$ cat src/hw/pta_pkg.sv
// Package of register map, field positions, reset values and state types for the arbiter
package pta_pkg;

  // ----------------------------------------
  // Register map (byte addresses)
  // ----------------------------------------
  localparam int ADDR_W = 8;
  localparam logic [ADDR_W-1:0] OFS_PRIO_CTRL_ONE = 8'h00;
  localparam logic [ADDR_W-1:0] OFS_PRIO_EXT_CTRL = 8'h04;
  localparam logic [ADDR_W-1:0] OFS_SLOT_SELECT = 8'h08;
  localparam logic [ADDR_W-1:0] OFS_GRANT_STATUS = 8'h0C;

  localparam logic [7:0] RST_PRIO_CTRL_ONE = 8'hE0;
  localparam logic [7:0] RST_PRIO_EXT_CTRL = 8'h01;
  localparam logic [7:0] RST_SLOT_SELECT = 8'h00;
  localparam logic [7:0] MASK_PRIO_EXT_CTRL = 8'h0F;

  // ----------------------------------------
  // Field positions
  // ----------------------------------------
  localparam int FLD_ROTATE_LSB = 5;
  localparam int FLD_FPMOD_LSB = 3;
  localparam int FLD_FIXED_LSB = 0;
  localparam int FLD_SUPER_LSB = 1;
  localparam int FLD_L2_ROTATE = 0;

  // ----------------------------------------
  // Requester numbering: bank * 2 + lower member
  // ----------------------------------------
  localparam logic [2:0] RQ_IDE = 3'h0;
  localparam logic [2:0] RQ_EXT4 = 3'h1;
  localparam logic [2:0] RQ_ISA = 3'h2;
  localparam logic [2:0] RQ_M0 = 3'h3;
  localparam logic [2:0] RQ_M1 = 3'h4;
  localparam logic [2:0] RQ_M2 = 3'h5;
  localparam logic [2:0] RQ_CPU = 3'h6;
  localparam logic [2:0] RQ_M3 = 3'h7;
  localparam logic [2:0] RQ_PARK = RQ_CPU;
  localparam logic [2:0] SLOT_FIXED_LAST = 3'h3;

  localparam logic [1:0] RESP_OKAY = 2'h0;
  localparam logic [1:0] RESP_SLVERR = 2'h2;

  typedef struct packed {
    logic flip;
  } pta_bank_state_t;

  typedef struct packed {
    logic aw_held;
    logic [ADDR_W-1:0] awaddr;
    logic w_held;
    logic [7:0] wdata;
    logic wstrb0;
    logic bvalid;
    logic [1:0] bresp;
    logic rvalid;
    logic [7:0] rdata;
    logic [1:0] rresp;
  } pta_axil_state_t;

  typedef struct packed {
    logic [7:0] prio_ctrl_one;
    logic [7:0] prio_ext_ctrl;
    logic [7:0] slot_select;
    logic [7:0] grant;
    logic [2:0] owner;
    logic [2:0] slot;
  } pta_arb_state_t;

  function automatic logic pta_reg_hit(input logic [ADDR_W-1:0] a);
    pta_reg_hit = (a == OFS_PRIO_CTRL_ONE) || (a == OFS_PRIO_EXT_CTRL) ||
                  (a == OFS_SLOT_SELECT) || (a == OFS_GRANT_STATUS);
  endfunction : pta_reg_hit

endpackage : pta_pkg

$ cat src/hw/pta_arbiter.sv
// Two-level PCI bus arbiter with its control registers
// Operation
// Banks 1 to 3 each have a fixed-priority select and a rotate control.
// Select 0: ISA over master0, master1 over master2, CPU over master3; 1 reverses.
// Rotate clear: the same line of the bank always leads.
// Rotate set: bank order flips after each grant to the leading line.
// Bank 0 select and rotate are tied to 0, not writable.
// Two-bit level-two fixed mode picks one of four rotated orders.
// Level-two rotate enable chooses fixed or round-robin schemes; resets enabled.
// Round-robin has 8 slots: four fixed schemes, four programmable ones.
// Bank 3 to 1 rotate enables sit in bits 7:5, reset to 111.
// Bank fixed selects in bits 2:0; IDE always beats external master 4.
// Three-bit super agent field: 000 off, then IDE, ISA, CPU, masters 0-3.
// Four two-bit programmable slot selectors, all reset to zero.
// The four bank winners, bank 0 holding IDE, meet at level two; exactly one grant at a time.
`timescale 1ns/1ps
module pta_arbiter
  import pta_pkg::*;
(
  input wire logic mclk,
  input wire logic reset,
  input wire logic [ADDR_W-1:0] s_axi_awaddr,
  input wire logic s_axi_awvalid,
  output logic s_axi_awready,
  input wire logic [31:0] s_axi_wdata,
  input wire logic [3:0] s_axi_wstrb,
  input wire logic s_axi_wvalid,
  output logic s_axi_wready,
  output logic [1:0] s_axi_bresp,
  output logic s_axi_bvalid,
  input wire logic s_axi_bready,
  input wire logic [ADDR_W-1:0] s_axi_araddr,
  input wire logic s_axi_arvalid,
  output logic s_axi_arready,
  output logic [31:0] s_axi_rdata,
  output logic [1:0] s_axi_rresp,
  output logic s_axi_rvalid,
  input wire logic s_axi_rready,
  input wire logic ide_bus_request_n,
  input wire logic ext_master4_request_n,
  input wire logic isa_bridge_bus_request_n,
  input wire logic ext_master0_request_n,
  input wire logic ext_master1_request_n,
  input wire logic ext_master2_request_n,
  input wire logic host_cpu_request_n,
  input wire logic ext_master3_request_n,
  output logic ide_grant_n,
  output logic ext_master4_grant_n,
  output logic isa_bridge_grant_n,
  output logic ext_master0_grant_n,
  output logic ext_master1_grant_n,
  output logic ext_master2_grant_n,
  output logic host_cpu_grant_n,
  output logic ext_master3_grant_n
);

  // ----------------------------------------
  // Helpers
  // ----------------------------------------

  // First valid candidate walking from the scheme's start bank
  function automatic logic [1:0] pick_bank(input logic [3:0] valid, input logic [1:0] scheme);
    logic [1:0] idx;
    logic found;
    idx = scheme;
    found = 1'b0;
    pick_bank = scheme;
    for (int i = 0; i < 4; i++)
    begin
      idx = 2'(scheme + 2'(i));
      if (!found && valid[idx])
      begin
        pick_bank = idx;
        found = 1'b1;
      end
    end
  endfunction : pick_bank

  function automatic logic [2:0] super_index(input logic [2:0] code);
    logic [2:0] r;
    r = RQ_IDE;
    unique case (code)
      3'h1: r = RQ_IDE;
      3'h2: r = RQ_ISA;
      3'h3: r = RQ_CPU;
      3'h4: r = RQ_M0;
      3'h5: r = RQ_M1;
      3'h6: r = RQ_M2;
      3'h7: r = RQ_M3;
      default: r = RQ_IDE;
    endcase
    super_index = r;
  endfunction : super_index

  // One-hot grant vector, shared by reset parking and arbitration
  function automatic logic [7:0] grant_onehot(input logic [2:0] who);
    logic [7:0] v;
    v = 8'h00;
    v[who] = 1'b1;
    grant_onehot = v;
  endfunction : grant_onehot

  // ----------------------------------------
  // State and bus front end
  // ----------------------------------------
  pta_arb_state_t st;
  pta_arb_state_t next_st;
  logic wr_en;
  logic [ADDR_W-1:0] wr_addr;
  logic [7:0] wr_data;
  logic [ADDR_W-1:0] rd_addr;
  logic [7:0] rd_data;

  pta_axil u_axil (
    .mclk(mclk),
    .reset(reset),
    .s_axi_awaddr(s_axi_awaddr),
    .s_axi_awvalid(s_axi_awvalid),
    .s_axi_awready(s_axi_awready),
    .s_axi_wdata(s_axi_wdata),
    .s_axi_wstrb(s_axi_wstrb),
    .s_axi_wvalid(s_axi_wvalid),
    .s_axi_wready(s_axi_wready),
    .s_axi_bresp(s_axi_bresp),
    .s_axi_bvalid(s_axi_bvalid),
    .s_axi_bready(s_axi_bready),
    .s_axi_araddr(s_axi_araddr),
    .s_axi_arvalid(s_axi_arvalid),
    .s_axi_arready(s_axi_arready),
    .s_axi_rdata(s_axi_rdata),
    .s_axi_rresp(s_axi_rresp),
    .s_axi_rvalid(s_axi_rvalid),
    .s_axi_rready(s_axi_rready),
    .wr_en(wr_en),
    .wr_addr(wr_addr),
    .wr_data(wr_data),
    .rd_addr(rd_addr),
    .rd_data(rd_data)
  );

  // ----------------------------------------
  // Requests, active high inside
  // ----------------------------------------
  logic [7:0] req;
  assign req = ~{ext_master3_request_n, host_cpu_request_n, ext_master2_request_n,
                 ext_master1_request_n, ext_master0_request_n, isa_bridge_bus_request_n,
                 ext_master4_request_n, ide_bus_request_n};

  // ----------------------------------------
  // Level one
  // ----------------------------------------
  logic [3:0] bank_fixed;
  logic [3:0] bank_rotate;
  logic [3:0] take_up;
  logic [3:0] take_lo;
  logic [3:0] win_up;
  logic [3:0] win_lo;
  logic [3:0] bank_valid;

  assign bank_fixed = {st.prio_ctrl_one[FLD_FIXED_LSB +: 3], 1'b0};
  assign bank_rotate = {st.prio_ctrl_one[FLD_ROTATE_LSB +: 3], 1'b0};
  assign bank_valid = win_up | win_lo;

  // Bank 0 reuses the bank cell with constant controls, so IDE leads master 4
  pta_bank u_bank0 (
    .mclk(mclk),
    .reset(reset),
    .req_upper(req[0]),
    .req_lower(req[1]),
    .fixed_sel(bank_fixed[0]),
    .rotate_en(bank_rotate[0]),
    .take_upper(take_up[0]),
    .take_lower(take_lo[0]),
    .win_upper(win_up[0]),
    .win_lower(win_lo[0])
  );

  pta_bank u_bank1 (
    .mclk(mclk),
    .reset(reset),
    .req_upper(req[2]),
    .req_lower(req[3]),
    .fixed_sel(bank_fixed[1]),
    .rotate_en(bank_rotate[1]),
    .take_upper(take_up[1]),
    .take_lower(take_lo[1]),
    .win_upper(win_up[1]),
    .win_lower(win_lo[1])
  );

  pta_bank u_bank2 (
    .mclk(mclk),
    .reset(reset),
    .req_upper(req[4]),
    .req_lower(req[5]),
    .fixed_sel(bank_fixed[2]),
    .rotate_en(bank_rotate[2]),
    .take_upper(take_up[2]),
    .take_lower(take_lo[2]),
    .win_upper(win_up[2]),
    .win_lower(win_lo[2])
  );

  pta_bank u_bank3 (
    .mclk(mclk),
    .reset(reset),
    .req_upper(req[6]),
    .req_lower(req[7]),
    .fixed_sel(bank_fixed[3]),
    .rotate_en(bank_rotate[3]),
    .take_upper(take_up[3]),
    .take_lower(take_lo[3]),
    .win_upper(win_up[3]),
    .win_lower(win_lo[3])
  );

  // ----------------------------------------
  // Level two
  // ----------------------------------------
  logic l2_rotate;
  logic [1:0] scheme;
  logic [1:0] l2_bank;
  logic [2:0] l2_winner;
  logic [2:0] bank0_winner;
  logic [2:0] bank1_winner;
  logic [2:0] bank2_winner;
  logic [2:0] bank3_winner;
  logic [2:0] sa_index;
  logic sa_active;
  logic [2:0] winner;
  logic rearb;

  assign l2_rotate = st.prio_ext_ctrl[FLD_L2_ROTATE];
  assign sa_index = super_index(st.prio_ext_ctrl[FLD_SUPER_LSB +: 3]);
  assign sa_active = (st.prio_ext_ctrl[FLD_SUPER_LSB +: 3] != 3'h0) && req[sa_index];

  always_comb
  begin
    scheme = st.prio_ctrl_one[FLD_FPMOD_LSB +: 2];
    if (l2_rotate)
    begin
      // Slots 0-3 run the four fixed schemes, slots 4-7 the programmable ones
      if (st.slot <= SLOT_FIXED_LAST)
      begin
        scheme = st.slot[1:0];
      end
      else
      begin
        scheme = st.slot_select[2*st.slot[1:0] +: 2];
      end
    end
  end

  assign l2_bank = pick_bank(bank_valid, scheme);

  // Each bank's winner as a requester index; level two only picks the bank
  assign bank0_winner = {2'h0, win_lo[0]};
  assign bank1_winner = {2'h1, win_lo[1]};
  assign bank2_winner = {2'h2, win_lo[2]};
  assign bank3_winner = {2'h3, win_lo[3]};

  always_comb
  begin
    unique case (l2_bank)
      2'h0: l2_winner = bank0_winner;
      2'h1: l2_winner = bank1_winner;
      2'h2: l2_winner = bank2_winner;
      2'h3: l2_winner = bank3_winner;
    endcase
  end
  assign winner = sa_active ? sa_index : l2_winner;

  // Bus is handed over only once the owner drops its request; no preemption
  assign rearb = !req[st.owner] && (req != 8'h00);

  always_comb
  begin
    for (int k = 0; k < 4; k++)
    begin
      take_up[k] = rearb && (winner == 3'(2*k));
      take_lo[k] = rearb && (winner == 3'(2*k+1));
    end
  end

  // ----------------------------------------
  // Register and grant update
  // ----------------------------------------
  always_comb
  begin
    next_st = st;
    if (wr_en)
    begin
      unique case (wr_addr)
        OFS_PRIO_CTRL_ONE: next_st.prio_ctrl_one = wr_data;
        // Reserved upper bits are dropped so they read back as zero
        OFS_PRIO_EXT_CTRL: next_st.prio_ext_ctrl = wr_data & MASK_PRIO_EXT_CTRL;
        OFS_SLOT_SELECT: next_st.slot_select = wr_data;
        default: next_st.slot_select = st.slot_select;
      endcase
    end
    if (rearb)
    begin
      // One-hot grant: a new owner replaces the old in the same edge
      next_st.owner = winner;
      next_st.grant = grant_onehot(winner);
      // Super agent grants step the slot too, so the rotation never stalls
      if (l2_rotate)
      begin
        next_st.slot = 3'(st.slot + 3'h1);
      end
    end
  end

  always_ff @(posedge mclk)
  begin
    if (reset)
    begin
      st.prio_ctrl_one <= RST_PRIO_CTRL_ONE;
      st.prio_ext_ctrl <= RST_PRIO_EXT_CTRL;
      st.slot_select <= RST_SLOT_SELECT;
      // Park on the CPU so exactly one grant stands before any request
      st.grant <= grant_onehot(RQ_PARK);
      st.owner <= RQ_PARK;
      st.slot <= 3'h0;
    end
    else
    begin
      st <= next_st;
    end
  end

  // ----------------------------------------
  // Read mux and pins
  // ----------------------------------------
  always_comb
  begin
    unique case (rd_addr)
      OFS_PRIO_CTRL_ONE: rd_data = st.prio_ctrl_one;
      OFS_PRIO_EXT_CTRL: rd_data = st.prio_ext_ctrl;
      OFS_SLOT_SELECT: rd_data = st.slot_select;
      // Status is read-only; a write to it falls to the default arm
      OFS_GRANT_STATUS: rd_data = {2'h0, st.slot, st.owner};
      default: rd_data = 8'h00;
    endcase
  end

  assign ide_grant_n = ~st.grant[RQ_IDE];
  assign ext_master4_grant_n = ~st.grant[RQ_EXT4];
  assign isa_bridge_grant_n = ~st.grant[RQ_ISA];
  assign ext_master0_grant_n = ~st.grant[RQ_M0];
  assign ext_master1_grant_n = ~st.grant[RQ_M1];
  assign ext_master2_grant_n = ~st.grant[RQ_M2];
  assign host_cpu_grant_n = ~st.grant[RQ_CPU];
  assign ext_master3_grant_n = ~st.grant[RQ_M3];

endmodule : pta_arbiter

$ cat src/hw/pta_bank.sv
// Two-member level-one bank with fixed-priority select and rotate control
`timescale 1ns/1ps
module pta_bank
  import pta_pkg::*;
(
  input wire logic mclk,
  input wire logic reset,
  input wire logic req_upper,
  input wire logic req_lower,
  input wire logic fixed_sel,
  input wire logic rotate_en,
  input wire logic take_upper,
  input wire logic take_lower,
  output logic win_upper,
  output logic win_lower
);

  pta_bank_state_t st;
  pta_bank_state_t next_st;
  logic upper_first;

  // Upper member leads when the effective order bit is 0
  assign upper_first = ~(fixed_sel ^ st.flip);
  assign win_upper = req_upper & (upper_first | ~req_lower);
  assign win_lower = req_lower & ~win_upper;

  always_comb
  begin
    next_st = st;
    // Only a grant to the leading line turns the order over
    if (rotate_en && ((take_upper && upper_first) || (take_lower && !upper_first)))
    begin
      next_st.flip = ~st.flip;
    end
    if (!rotate_en)
    begin
      next_st.flip = 1'b0;
    end
  end

  always_ff @(posedge mclk)
  begin
    if (reset)
    begin
      st <= '0;
    end
    else
    begin
      st <= next_st;
    end
  end

endmodule : pta_bank

$ cat src/hw/pta_axil.sv
// AXI4-Lite slave front end with byte-lane-0 register strobes
`timescale 1ns/1ps
module pta_axil
  import pta_pkg::*;
(
  input wire logic mclk,
  input wire logic reset,
  input wire logic [ADDR_W-1:0] s_axi_awaddr,
  input wire logic s_axi_awvalid,
  output logic s_axi_awready,
  input wire logic [31:0] s_axi_wdata,
  input wire logic [3:0] s_axi_wstrb,
  input wire logic s_axi_wvalid,
  output logic s_axi_wready,
  output logic [1:0] s_axi_bresp,
  output logic s_axi_bvalid,
  input wire logic s_axi_bready,
  input wire logic [ADDR_W-1:0] s_axi_araddr,
  input wire logic s_axi_arvalid,
  output logic s_axi_arready,
  output logic [31:0] s_axi_rdata,
  output logic [1:0] s_axi_rresp,
  output logic s_axi_rvalid,
  input wire logic s_axi_rready,
  output logic wr_en,
  output logic [ADDR_W-1:0] wr_addr,
  output logic [7:0] wr_data,
  output logic [ADDR_W-1:0] rd_addr,
  input wire logic [7:0] rd_data
);

  pta_axil_state_t st;
  pta_axil_state_t next_st;

  // Holding the channels while a response waits keeps one write in flight
  assign s_axi_awready = ~st.aw_held & ~st.bvalid;
  assign s_axi_wready = ~st.w_held & ~st.bvalid;
  assign s_axi_arready = ~st.rvalid;
  assign wr_en = st.aw_held & st.w_held & st.wstrb0 & pta_reg_hit(st.awaddr);
  assign wr_addr = st.awaddr;
  assign wr_data = st.wdata;
  assign rd_addr = s_axi_araddr;
  assign s_axi_bvalid = st.bvalid;
  assign s_axi_bresp = st.bresp;
  assign s_axi_rvalid = st.rvalid;
  assign s_axi_rresp = st.rresp;
  assign s_axi_rdata = {24'h000000, st.rdata};

  always_comb
  begin
    next_st = st;
    if (s_axi_awvalid && s_axi_awready)
    begin
      next_st.aw_held = 1'b1;
      next_st.awaddr = s_axi_awaddr;
    end
    if (s_axi_wvalid && s_axi_wready)
    begin
      next_st.w_held = 1'b1;
      next_st.wdata = s_axi_wdata[7:0];
      next_st.wstrb0 = s_axi_wstrb[0];
    end
    if (st.aw_held && st.w_held)
    begin
      next_st.aw_held = 1'b0;
      next_st.w_held = 1'b0;
      next_st.bvalid = 1'b1;
      next_st.bresp = pta_reg_hit(st.awaddr) ? RESP_OKAY : RESP_SLVERR;
    end
    if (st.bvalid && s_axi_bready)
    begin
      next_st.bvalid = 1'b0;
    end
    if (s_axi_arvalid && s_axi_arready)
    begin
      next_st.rvalid = 1'b1;
      next_st.rdata = pta_reg_hit(s_axi_araddr) ? rd_data : 8'h00;
      next_st.rresp = pta_reg_hit(s_axi_araddr) ? RESP_OKAY : RESP_SLVERR;
    end
    else if (st.rvalid && s_axi_rready)
    begin
      next_st.rvalid = 1'b0;
    end
  end

  always_ff @(posedge mclk)
  begin
    if (reset)
    begin
      st <= '0;
    end
    else
    begin
      st <= next_st;
    end
  end

endmodule : pta_axil

$ cat config.mk
export PLATFORM = sky130hd
export DESIGN_NAME = pta_arbiter
export DESIGN_NICKNAME = d
export VERILOG_FILES = /design/src/hw/pta_pkg.sv /design/src/hw/pta_arbiter.sv /design/src/hw/pta_bank.sv /design/src/hw/pta_axil.sv
export SDC_FILE = /design/constraint.sdc
export NUM_CORES = 1
export LEC_CHECK = 0
export ABC_AREA = 0
export ABC_CLOCK_PERIOD_IN_PS = 7000
export BUFFER_PORTS_ARGS = -buffer_cell sky130_fd_sc_hd__buf_2
export CAP_MARGIN = 20
export CORE_MARGIN = 8
export CORE_UTILIZATION = 50
export CTS_CLUSTER_SIZE = 30
export DETAILED_ROUTE_END_ITERATION = 6
export PLACE_DENSITY = 0.87
export SYNTH_ARGS = -nofsm -noshare
export SYNTH_HDL_FRONTEND = slang
export SYNTH_SLANG_ARGS = --single-unit
export TNS_END_PERCENT = 100
$ cat constraint.sdc
create_clock -name mclk -period 7 [get_ports mclk]
set_clock_uncertainty 0.05 [all_clocks]
set_input_delay 0.7 -clock mclk [delete_from_list [all_inputs] [get_ports mclk]]
set_output_delay 0.7 -clock mclk [all_outputs]
set_load 0.02 [all_outputs]
=== Word level (Yosys, flattened, before mapping) ===
Index checks and enable logic that the tools add are counted.
W data, S select, Z words.

* Input port bits: 67
* Output and inout port bits: 49
* Logic and storage cells: 188
* Bits in registers: 70

* Add/sub/neg operators: 4
* Mux-type cells: 31
* Bitwise logic cells: 48
* Eq/ne operators: 21
* Shifts and indexed selects: 1
* Order comparisons: 9
* Reductions and logical operators: 55

{| class="wikitable"
|+ Operators by type and width
! cell !! count
|-
| $eq A8 B4 Y1 const B || 4
|-
| $pmux W8 S4 || 1
|-
| $not A1 Y1 || 28
|-
| $logic_and A1 B1 Y1 || 27
|-
| $eq A3 B3 Y1 const B || 8
|-
| $pmux W3 S6 || 1
|-
| $eq A8 B3 Y1 const B || 2
|-
| $logic_not A8 Y1 || 2
|-
| $mux W2 || 7
|-
| $and A1 B1 Y1 || 12
|-
| $eq A3 B2 Y1 const B || 4
|-
| $lt A2 B3 Y1 const B || 4
|-
| $lt A3 B4 Y1 const B || 3
|-
| $mux W1 || 12
|-
| $pmux W3 S4 || 1
|-
| $reduce_or A2 Y1 || 5
|-
| $logic_or A1 B1 Y1 || 9
|-
| $bmux W1 S2 || 4
|-
| $mux W8 || 1
|-
| $not A8 Y8 || 1
|-
| $reduce_and A2 Y1 || 4
|-
| $reduce_bool A8 Y1 || 1
|-
| $shiftx A8 B4 Y2 || 1
|-
| $bmux W1 S3 || 2
|-
| other kinds (16) || 25
|}

=== Depth between registers and ports, before layout ===
* Depth in word-level cells: 27
* Mapped depth: 12
* Mapped depth without buffers: 11

=== Cells and area by module ===
From an unflattened synthesis, not the netlist that was laid out.

* Cell total of the unflattened synthesis: 491
* Area total of the unflattened synthesis: 4,299.1 um^2

{| class="wikitable"
|+ By module, submodules not included
! module !! seq. area each (um^2) !! instances !! cells an instance !! area an instance (um^2)
|-
| pta_arbiter || 680.7 || 1 || 264 || 2,237.1
|-
| pta_axil || 620.6 || 1 || 187 || 1,681.6
|-
| pta_bank || 20.0 || 4 || 10 || 95.1
|}

=== Worst setup path before layout ===
No wires, ideal clock.

* Path type: flip-flop to flip-flop
* From: reg st[1] in the netlist's numbering
* To: reg st[12] in the netlist's numbering
* Required time: 6.830 ns
* Buffers on the path: 0
* Setup slack: 3.798 ns
* Arrival: 3.032 ns
* Clock period less this slack: 3.202 ns
* Stages on the path, launching flop included: 12
* Setup time: 0.120 ns
* Path through: dfxtp_1 > ha_1 > ha_1 > or4b_1 > o311a_2 > o22ai_4 > mux2i_1 > or2_1 > or3_4 > a41oi_4 > a21oi_1 > a211o_1

* Longest elaborated chain between the ends: 22
* Elaborated cells between the ends (all ways): 38
* Classes of those cells: add/sub (3); order compare (3); eq/ne (3); shift (1); mux (20); reduce/logical (8)

{| class="wikitable"
|+ Ends and longest elaborated chain
! element !! RTL line !! text
|-
| from (decl) || pta_arbiter.sv:106 || <nowiki>pta_arb_state_t st;</nowiki>
|-
| from (signal assigned) || pta_arbiter.sv:328 || <nowiki>st <= next_st;</nowiki>
|-
| $shiftx A8 B4 Y2 or $le A3 B2 Y1 (tied branches) || pta_arbiter.sv:249, pta_arbiter.sv:243 ||
|-
| $mux W2 (*) || pta_arbiter.sv:243 || <nowiki>if (st.slot <= SLOT_FIXED_LAST)</nowiki>
|-
| $mux W2 (*) || pta_arbiter.sv:240 || <nowiki>if (l2_rotate)</nowiki>
|-
| parallel branches: the longest is 11 deep, another holds $add A2 B1 Y2 || n/a ||
|-
| $mux W2 (*) || pta_arbiter.sv:71 || <nowiki>if (!found && valid[idx])</nowiki>
|-
| $eq A2 B2 Y1, or another cell as far along || pta_arbiter.sv:264 || <nowiki>unique case (l2_bank)</nowiki>
|-
| $pmux W3 S4 (*) || pta_arbiter.sv:264 ||
|-
| $mux W3 (*) || pta_arbiter.sv:271 || <nowiki>assign winner = sa_active ? sa_index : l2_winner;</nowiki>
|-
| $lt A3 B4 Y1 (implied by the code) or $ge A3 B1 Y1 (tied branches) || pta_arbiter.sv:99 || <nowiki>v[who] = 1'b1;</nowiki>
|-
| $logic_and A1 B1 Y1 (implied by the code) || pta_arbiter.sv:99 ||
|-
| $mux W1 (implied by the code) || pta_arbiter.sv:99 ||
|-
| $demux W1 S3 (*) || pta_arbiter.sv:99 ||
|}

Every way passes the cells marked *. The select of a mux whose other input is x is not followed.
A chain may end at the register's enable or synchronous reset.

=== Worst setup path after layout ===
* From: reg st[0] in the netlist's numbering
* To: reg u_bank2.st

* Longest elaborated chain between the ends: 23
* Elaborated cells between the ends (all ways): 41
* Classes of those cells: add/sub (3); order compare (1); eq/ne (5); shift (1); mux (18); reduce/logical (13)

{| class="wikitable"
|+ Ends and longest elaborated chain
! element !! RTL line !! text
|-
| $shiftx A8 B4 Y2 or $le A3 B2 Y1 (tied branches) || pta_arbiter.sv:249, pta_arbiter.sv:243 ||
|-
| $mux W2 (*) || pta_arbiter.sv:243 ||
|-
| $mux W2 (*) || pta_arbiter.sv:240 ||
|-
| parallel branches: the longest is 11 deep, another holds $add A2 B1 Y2 || n/a ||
|-
| $mux W2 (*) || pta_arbiter.sv:71 ||
|-
| $eq A2 B2 Y1, or another cell as far along || pta_arbiter.sv:264 ||
|-
| $pmux W3 S4 (*) || pta_arbiter.sv:264 ||
|-
| $mux W3 (*) || pta_arbiter.sv:271 ||
|-
| $eq A3 B3 Y1, on equally long branches || pta_arbiter.sv:280, pta_arbiter.sv:281 ||
|-
| $logic_and A1 B1 Y1, on equally long branches || pta_arbiter.sv:280, pta_arbiter.sv:281 ||
|-
| $logic_and A1 B1 Y1 || pta_bank.sv:31 || <nowiki>if (rotate_en && ((take_upper && upper_first) || (take_lower && !upper_first)))</nowiki>
|-
| $logic_or A1 B1 Y1 (*) || pta_bank.sv:31 ||
|-
| $logic_and A1 B1 Y1 (*) || pta_bank.sv:31 ||
|-
| to (signal assigned) || pta_bank.sv:49 || <nowiki>st <= next_st;</nowiki>
|-
| to (decl) || pta_bank.sv:18 || <nowiki>pta_bank_state_t st;</nowiki>
|}

Marked as above.

==> summary.txt <==
STA
  – Timing-limited maximum frequency: ~0.27 GHz
  – Hold WS: 0.407 ns
  – Final slew viol count: 0
  – Unrepaired setup endpoints after global routing: false
  – Shortest clock period the worst path allows after layout: 3.68 ns
  – Max_slew headroom: 0.284
  – Number of endpoints failing setup at the final stage: 0
  – Worst-margin pin slew: around 1.1 ns
  – Portion of the clock cycle consumed by the worst path in the final layout: 0.526
  – PnR worst setup slack: approximately 3.3 ns
  – Setup TNS: 0 ns
  – Number of failing hold endpoints at the final stage: 0

Layout
  – Final cell area excluding filler cells: 4220 um2
  – Area overhead of the layout relative to synthesis: 10.3%
  – Fill cell total of the finished layout: 689
  – Sequential cell area in the final layout: 1360 um2
  – Share of the core filled with cells in the final layout: 0.557
  – Final net count: ~570
  – Area of the multi-input gates: roughly 2100 um2
  – Antenna Diode Count: 0
  – Fraction of final layout cells with drive strength greater than 1: 0.202
  – Post-layout instance count excluding filler cells: between 600 and 700

Global route
  – Total overflow reported by the global router: 0
  – Number of global-route vias before repair: 3249
  – Number of antenna violations at the first check in global routing: 0
  – Wire length of the first global-routing pass: between 15 and 20 mm
  – GRT Overall Usage: 0.180
  – Pin count of the biggest net entering global routing: 64

Placed design
  – Worst slack at placement: about 3.4 ns
  – Cell total after placement: just under 600
  – Number of port buffers: 62
  – Gp weighted congestion: approximately 0.9
  – Placement Cell Area: ~4000 um2
  – Half-perimeter wire length after placement: just over 7 mm

Clock network
  – Clock latency at the later pin of the worst-skew pair: roughly 0.35 ns
  – Clock Root Buffer: clkbuf_8
  – Setup repair bufs after CTS: 0
  – CTS sink count: between 60 and 70
  – CTS resizes: 0
  – Hold Buf Count CTS: 0
  – Clock buffer count from CTS: 9
  – Clock tree from TritonCTS: built
  – Maximum buffer depth of the clock tree: 2
  – Worst-path clk slew: around 0.08 ns
  – Htree depth: 3

Route
  – Via density per instance: ~5.7
  – Pre-antenna DRT Iters: 4
  – Remaining number of nets flagged by the antenna check after routing: 0
  – Final routed DRC violation total: 0
  – Violation count after the first detailed-route iteration: just over 200
  – Routed WL per cell: roughly 16 um
  – Routed vias: 3448
  – Final wirelength: 9.48 mm

Floorplanning
  – I/O pins: between 100 and 150
  – Die X-Extent: 103 um
  – Die height: a little over 100 um
  – Die area: 10700 um2
  – Std cell rows: 32
  – Initial core utilization: 0.505
  – Floorplan core area: roughly 7600 um2

Power
  – Total power per unit cell area: 272 nW/um2
  – Static power due to leakage: 1.79 nW
  – Total design power: around 1.1 mW
  – Worst supply voltage drop on vdd: 0.000134 V

Min path
  – Type of the worst min-delay path: flop to flop

Synthesis
  – Yosys warning count: 0
  – Post-synth top area cell: dfxtp_1
  – Fraction of registers with async set/reset: 0
  – Number of synthesized register bits: 68
  – Post-Syn Instances: 458
  – Distinct cell type count of the synthesized netlist: 67
  – Post-synth top area share: 0.356
  – Most used flip-flop cell after synthesis: dfxtp_1
  – Post-synth EDFFs: 0
  – Most area-consuming cells after synthesis: dfxtp_1 (36%), buf_4 (7.1%), nand2_1 (6.2%)
  – Avg Cell Area, Syn: between 8 and 9 um2
  – Proportion of synthesized chip area in sequential cells: 0.356
  – Cell area after synthesis: 3820 um2

Worst setup path
  – Sort of element at the end of the critical path: flop
  – Crit path max fanout: 10
  – Startpoint types: flop
  – Required time of the worst setup path: between 7 and 8 ns
  – Type of the worst setup path: flop to flop
  – Data arrival time at the worst-slack endpoint: slightly below 4 ns

Run status
  – Status: finished clean

Job
  – Count of maximum capacitance violations: 0
cell usage after synthesis (4+ instances only):
master / number
mux4_2: 7
a32oi_1: 8
nand3_1: 18
buf_1: 4
a21oi_1: 33
nand2_1: 63
buf_4: 36
o211ai_1: 4
nor2b_1: 10
o31ai_1: 5
clkbuf_1: 15
dfxtp_1: 68
inv_1: 18
and2_1: 8
nor2_1: 46
nand2b_1: 6
mux2i_1: 21
o21ai_0: 7
nor3_1: 7
per-layer routing:
metal	GRT usage	vias up	wire length (um)
met5	0	-	0
met4	0.0667	0	193
met3	0.0442	22	722
met2	0.313	133	4810
met1	0.208	1633	3760
li1	-	1660	-
power breakdown:
| group | total (mW) | switching [mW] | leakage, nW | internal (mW) |
|---|---|---|---|---|
| sequential | 0.467 | 0.0435 | 0.554 | 0.424 |
| clock | 0.329 | 0.148 | 0.105 | 0.181 |
| combinational | 0.349 | 0.211 | 1.13 | 0.138 |
cells by family (layout without fill, tap and decap cells):
family | Yosys count | in the layout | share of synthesized area
compound gates | 96 | 96 | 0.184
xor+xnor | 4 | 4 | 0.00917
fa+ha+maj | 2 | 2 | 0.00655
buf+inv | 74 | 97 | 0.110
flops | 68 | 68 | 0.356
mux | 31 | 31 | 0.105
other cells | 1 | 26 | 0.000981
simple gates | 182 | 182 | 0.228
final cells by class:
cell class | count | share of cell area
inverter | 18 | 0.0160
multi-input combinational | 341 | 0.506
clock buffer | 11 | 0.0359
clock inverter | 4 | 0.0116
tap | 102 | 0.0303
timing repair buffer | 64 | 0.0772
sequential | 68 | 0.323
critical path, stage by stage, from the launching register on:
cell       delay (ns)
dfxtp_1          0.43
ha_1             0.27
ha_1             0.25
or3b_2           0.50
o21ai_1          0.22
o22ai_4          0.15
a221o_1          0.35
o2111a_1         0.25
or2_1            0.24
a2111oi_1        0.68
a32oi_1          0.12
nand3_1          0.12
final timing paths:
kind	start	endpoint	slack, ns	cells after the start
worst min-delay path	u_axil.wr_addr[6]	u_axil.wr_addr[6]	0.41	2
worst max-delay path	st[0]	u_bank2.st	3.32	11
worst max register to register	st[0]	u_bank2.st	3.32	11
worst min register to register	u_axil.wr_addr[6]	u_axil.wr_addr[6]	0.41	2
cells in the final DEF (no fill, tap or decap), types with 4 or more instances in the layout:
cell type	instances
a21oi_1	33
a32oi_1	8
and2_1	8
buf_2	62
clkbuf_8	11
conb_1	26
dfxtp_1	68
inv_1	18
mux2i_1	21
mux4_2	7
nand2_1	63
nand2b_1	6
nand3_1	18
nor2_1	46
nor2b_1	10
nor3_1	7
o211ai_1	4
o21ai_0	7
o31ai_1	5
state kept, by name (all words and copies together) (netlist names):
signal,flops
u_bank3.st,1
u_axil.st,3
l2_rotate,1
st,27
u_axil.s_axi_bresp,1
u_axil.s_axi_rvalid,1
u_bank1.st,1
u_bank2.st,1
bank_rotate,3
u_axil.wr_data,8
u_axil.s_axi_rdata,8
u_axil.s_axi_rresp,1
bank_fixed,3
u_axil.wr_addr,8
u_axil.s_axi_bvalid,1
Power figures use the tool's default switching activity.
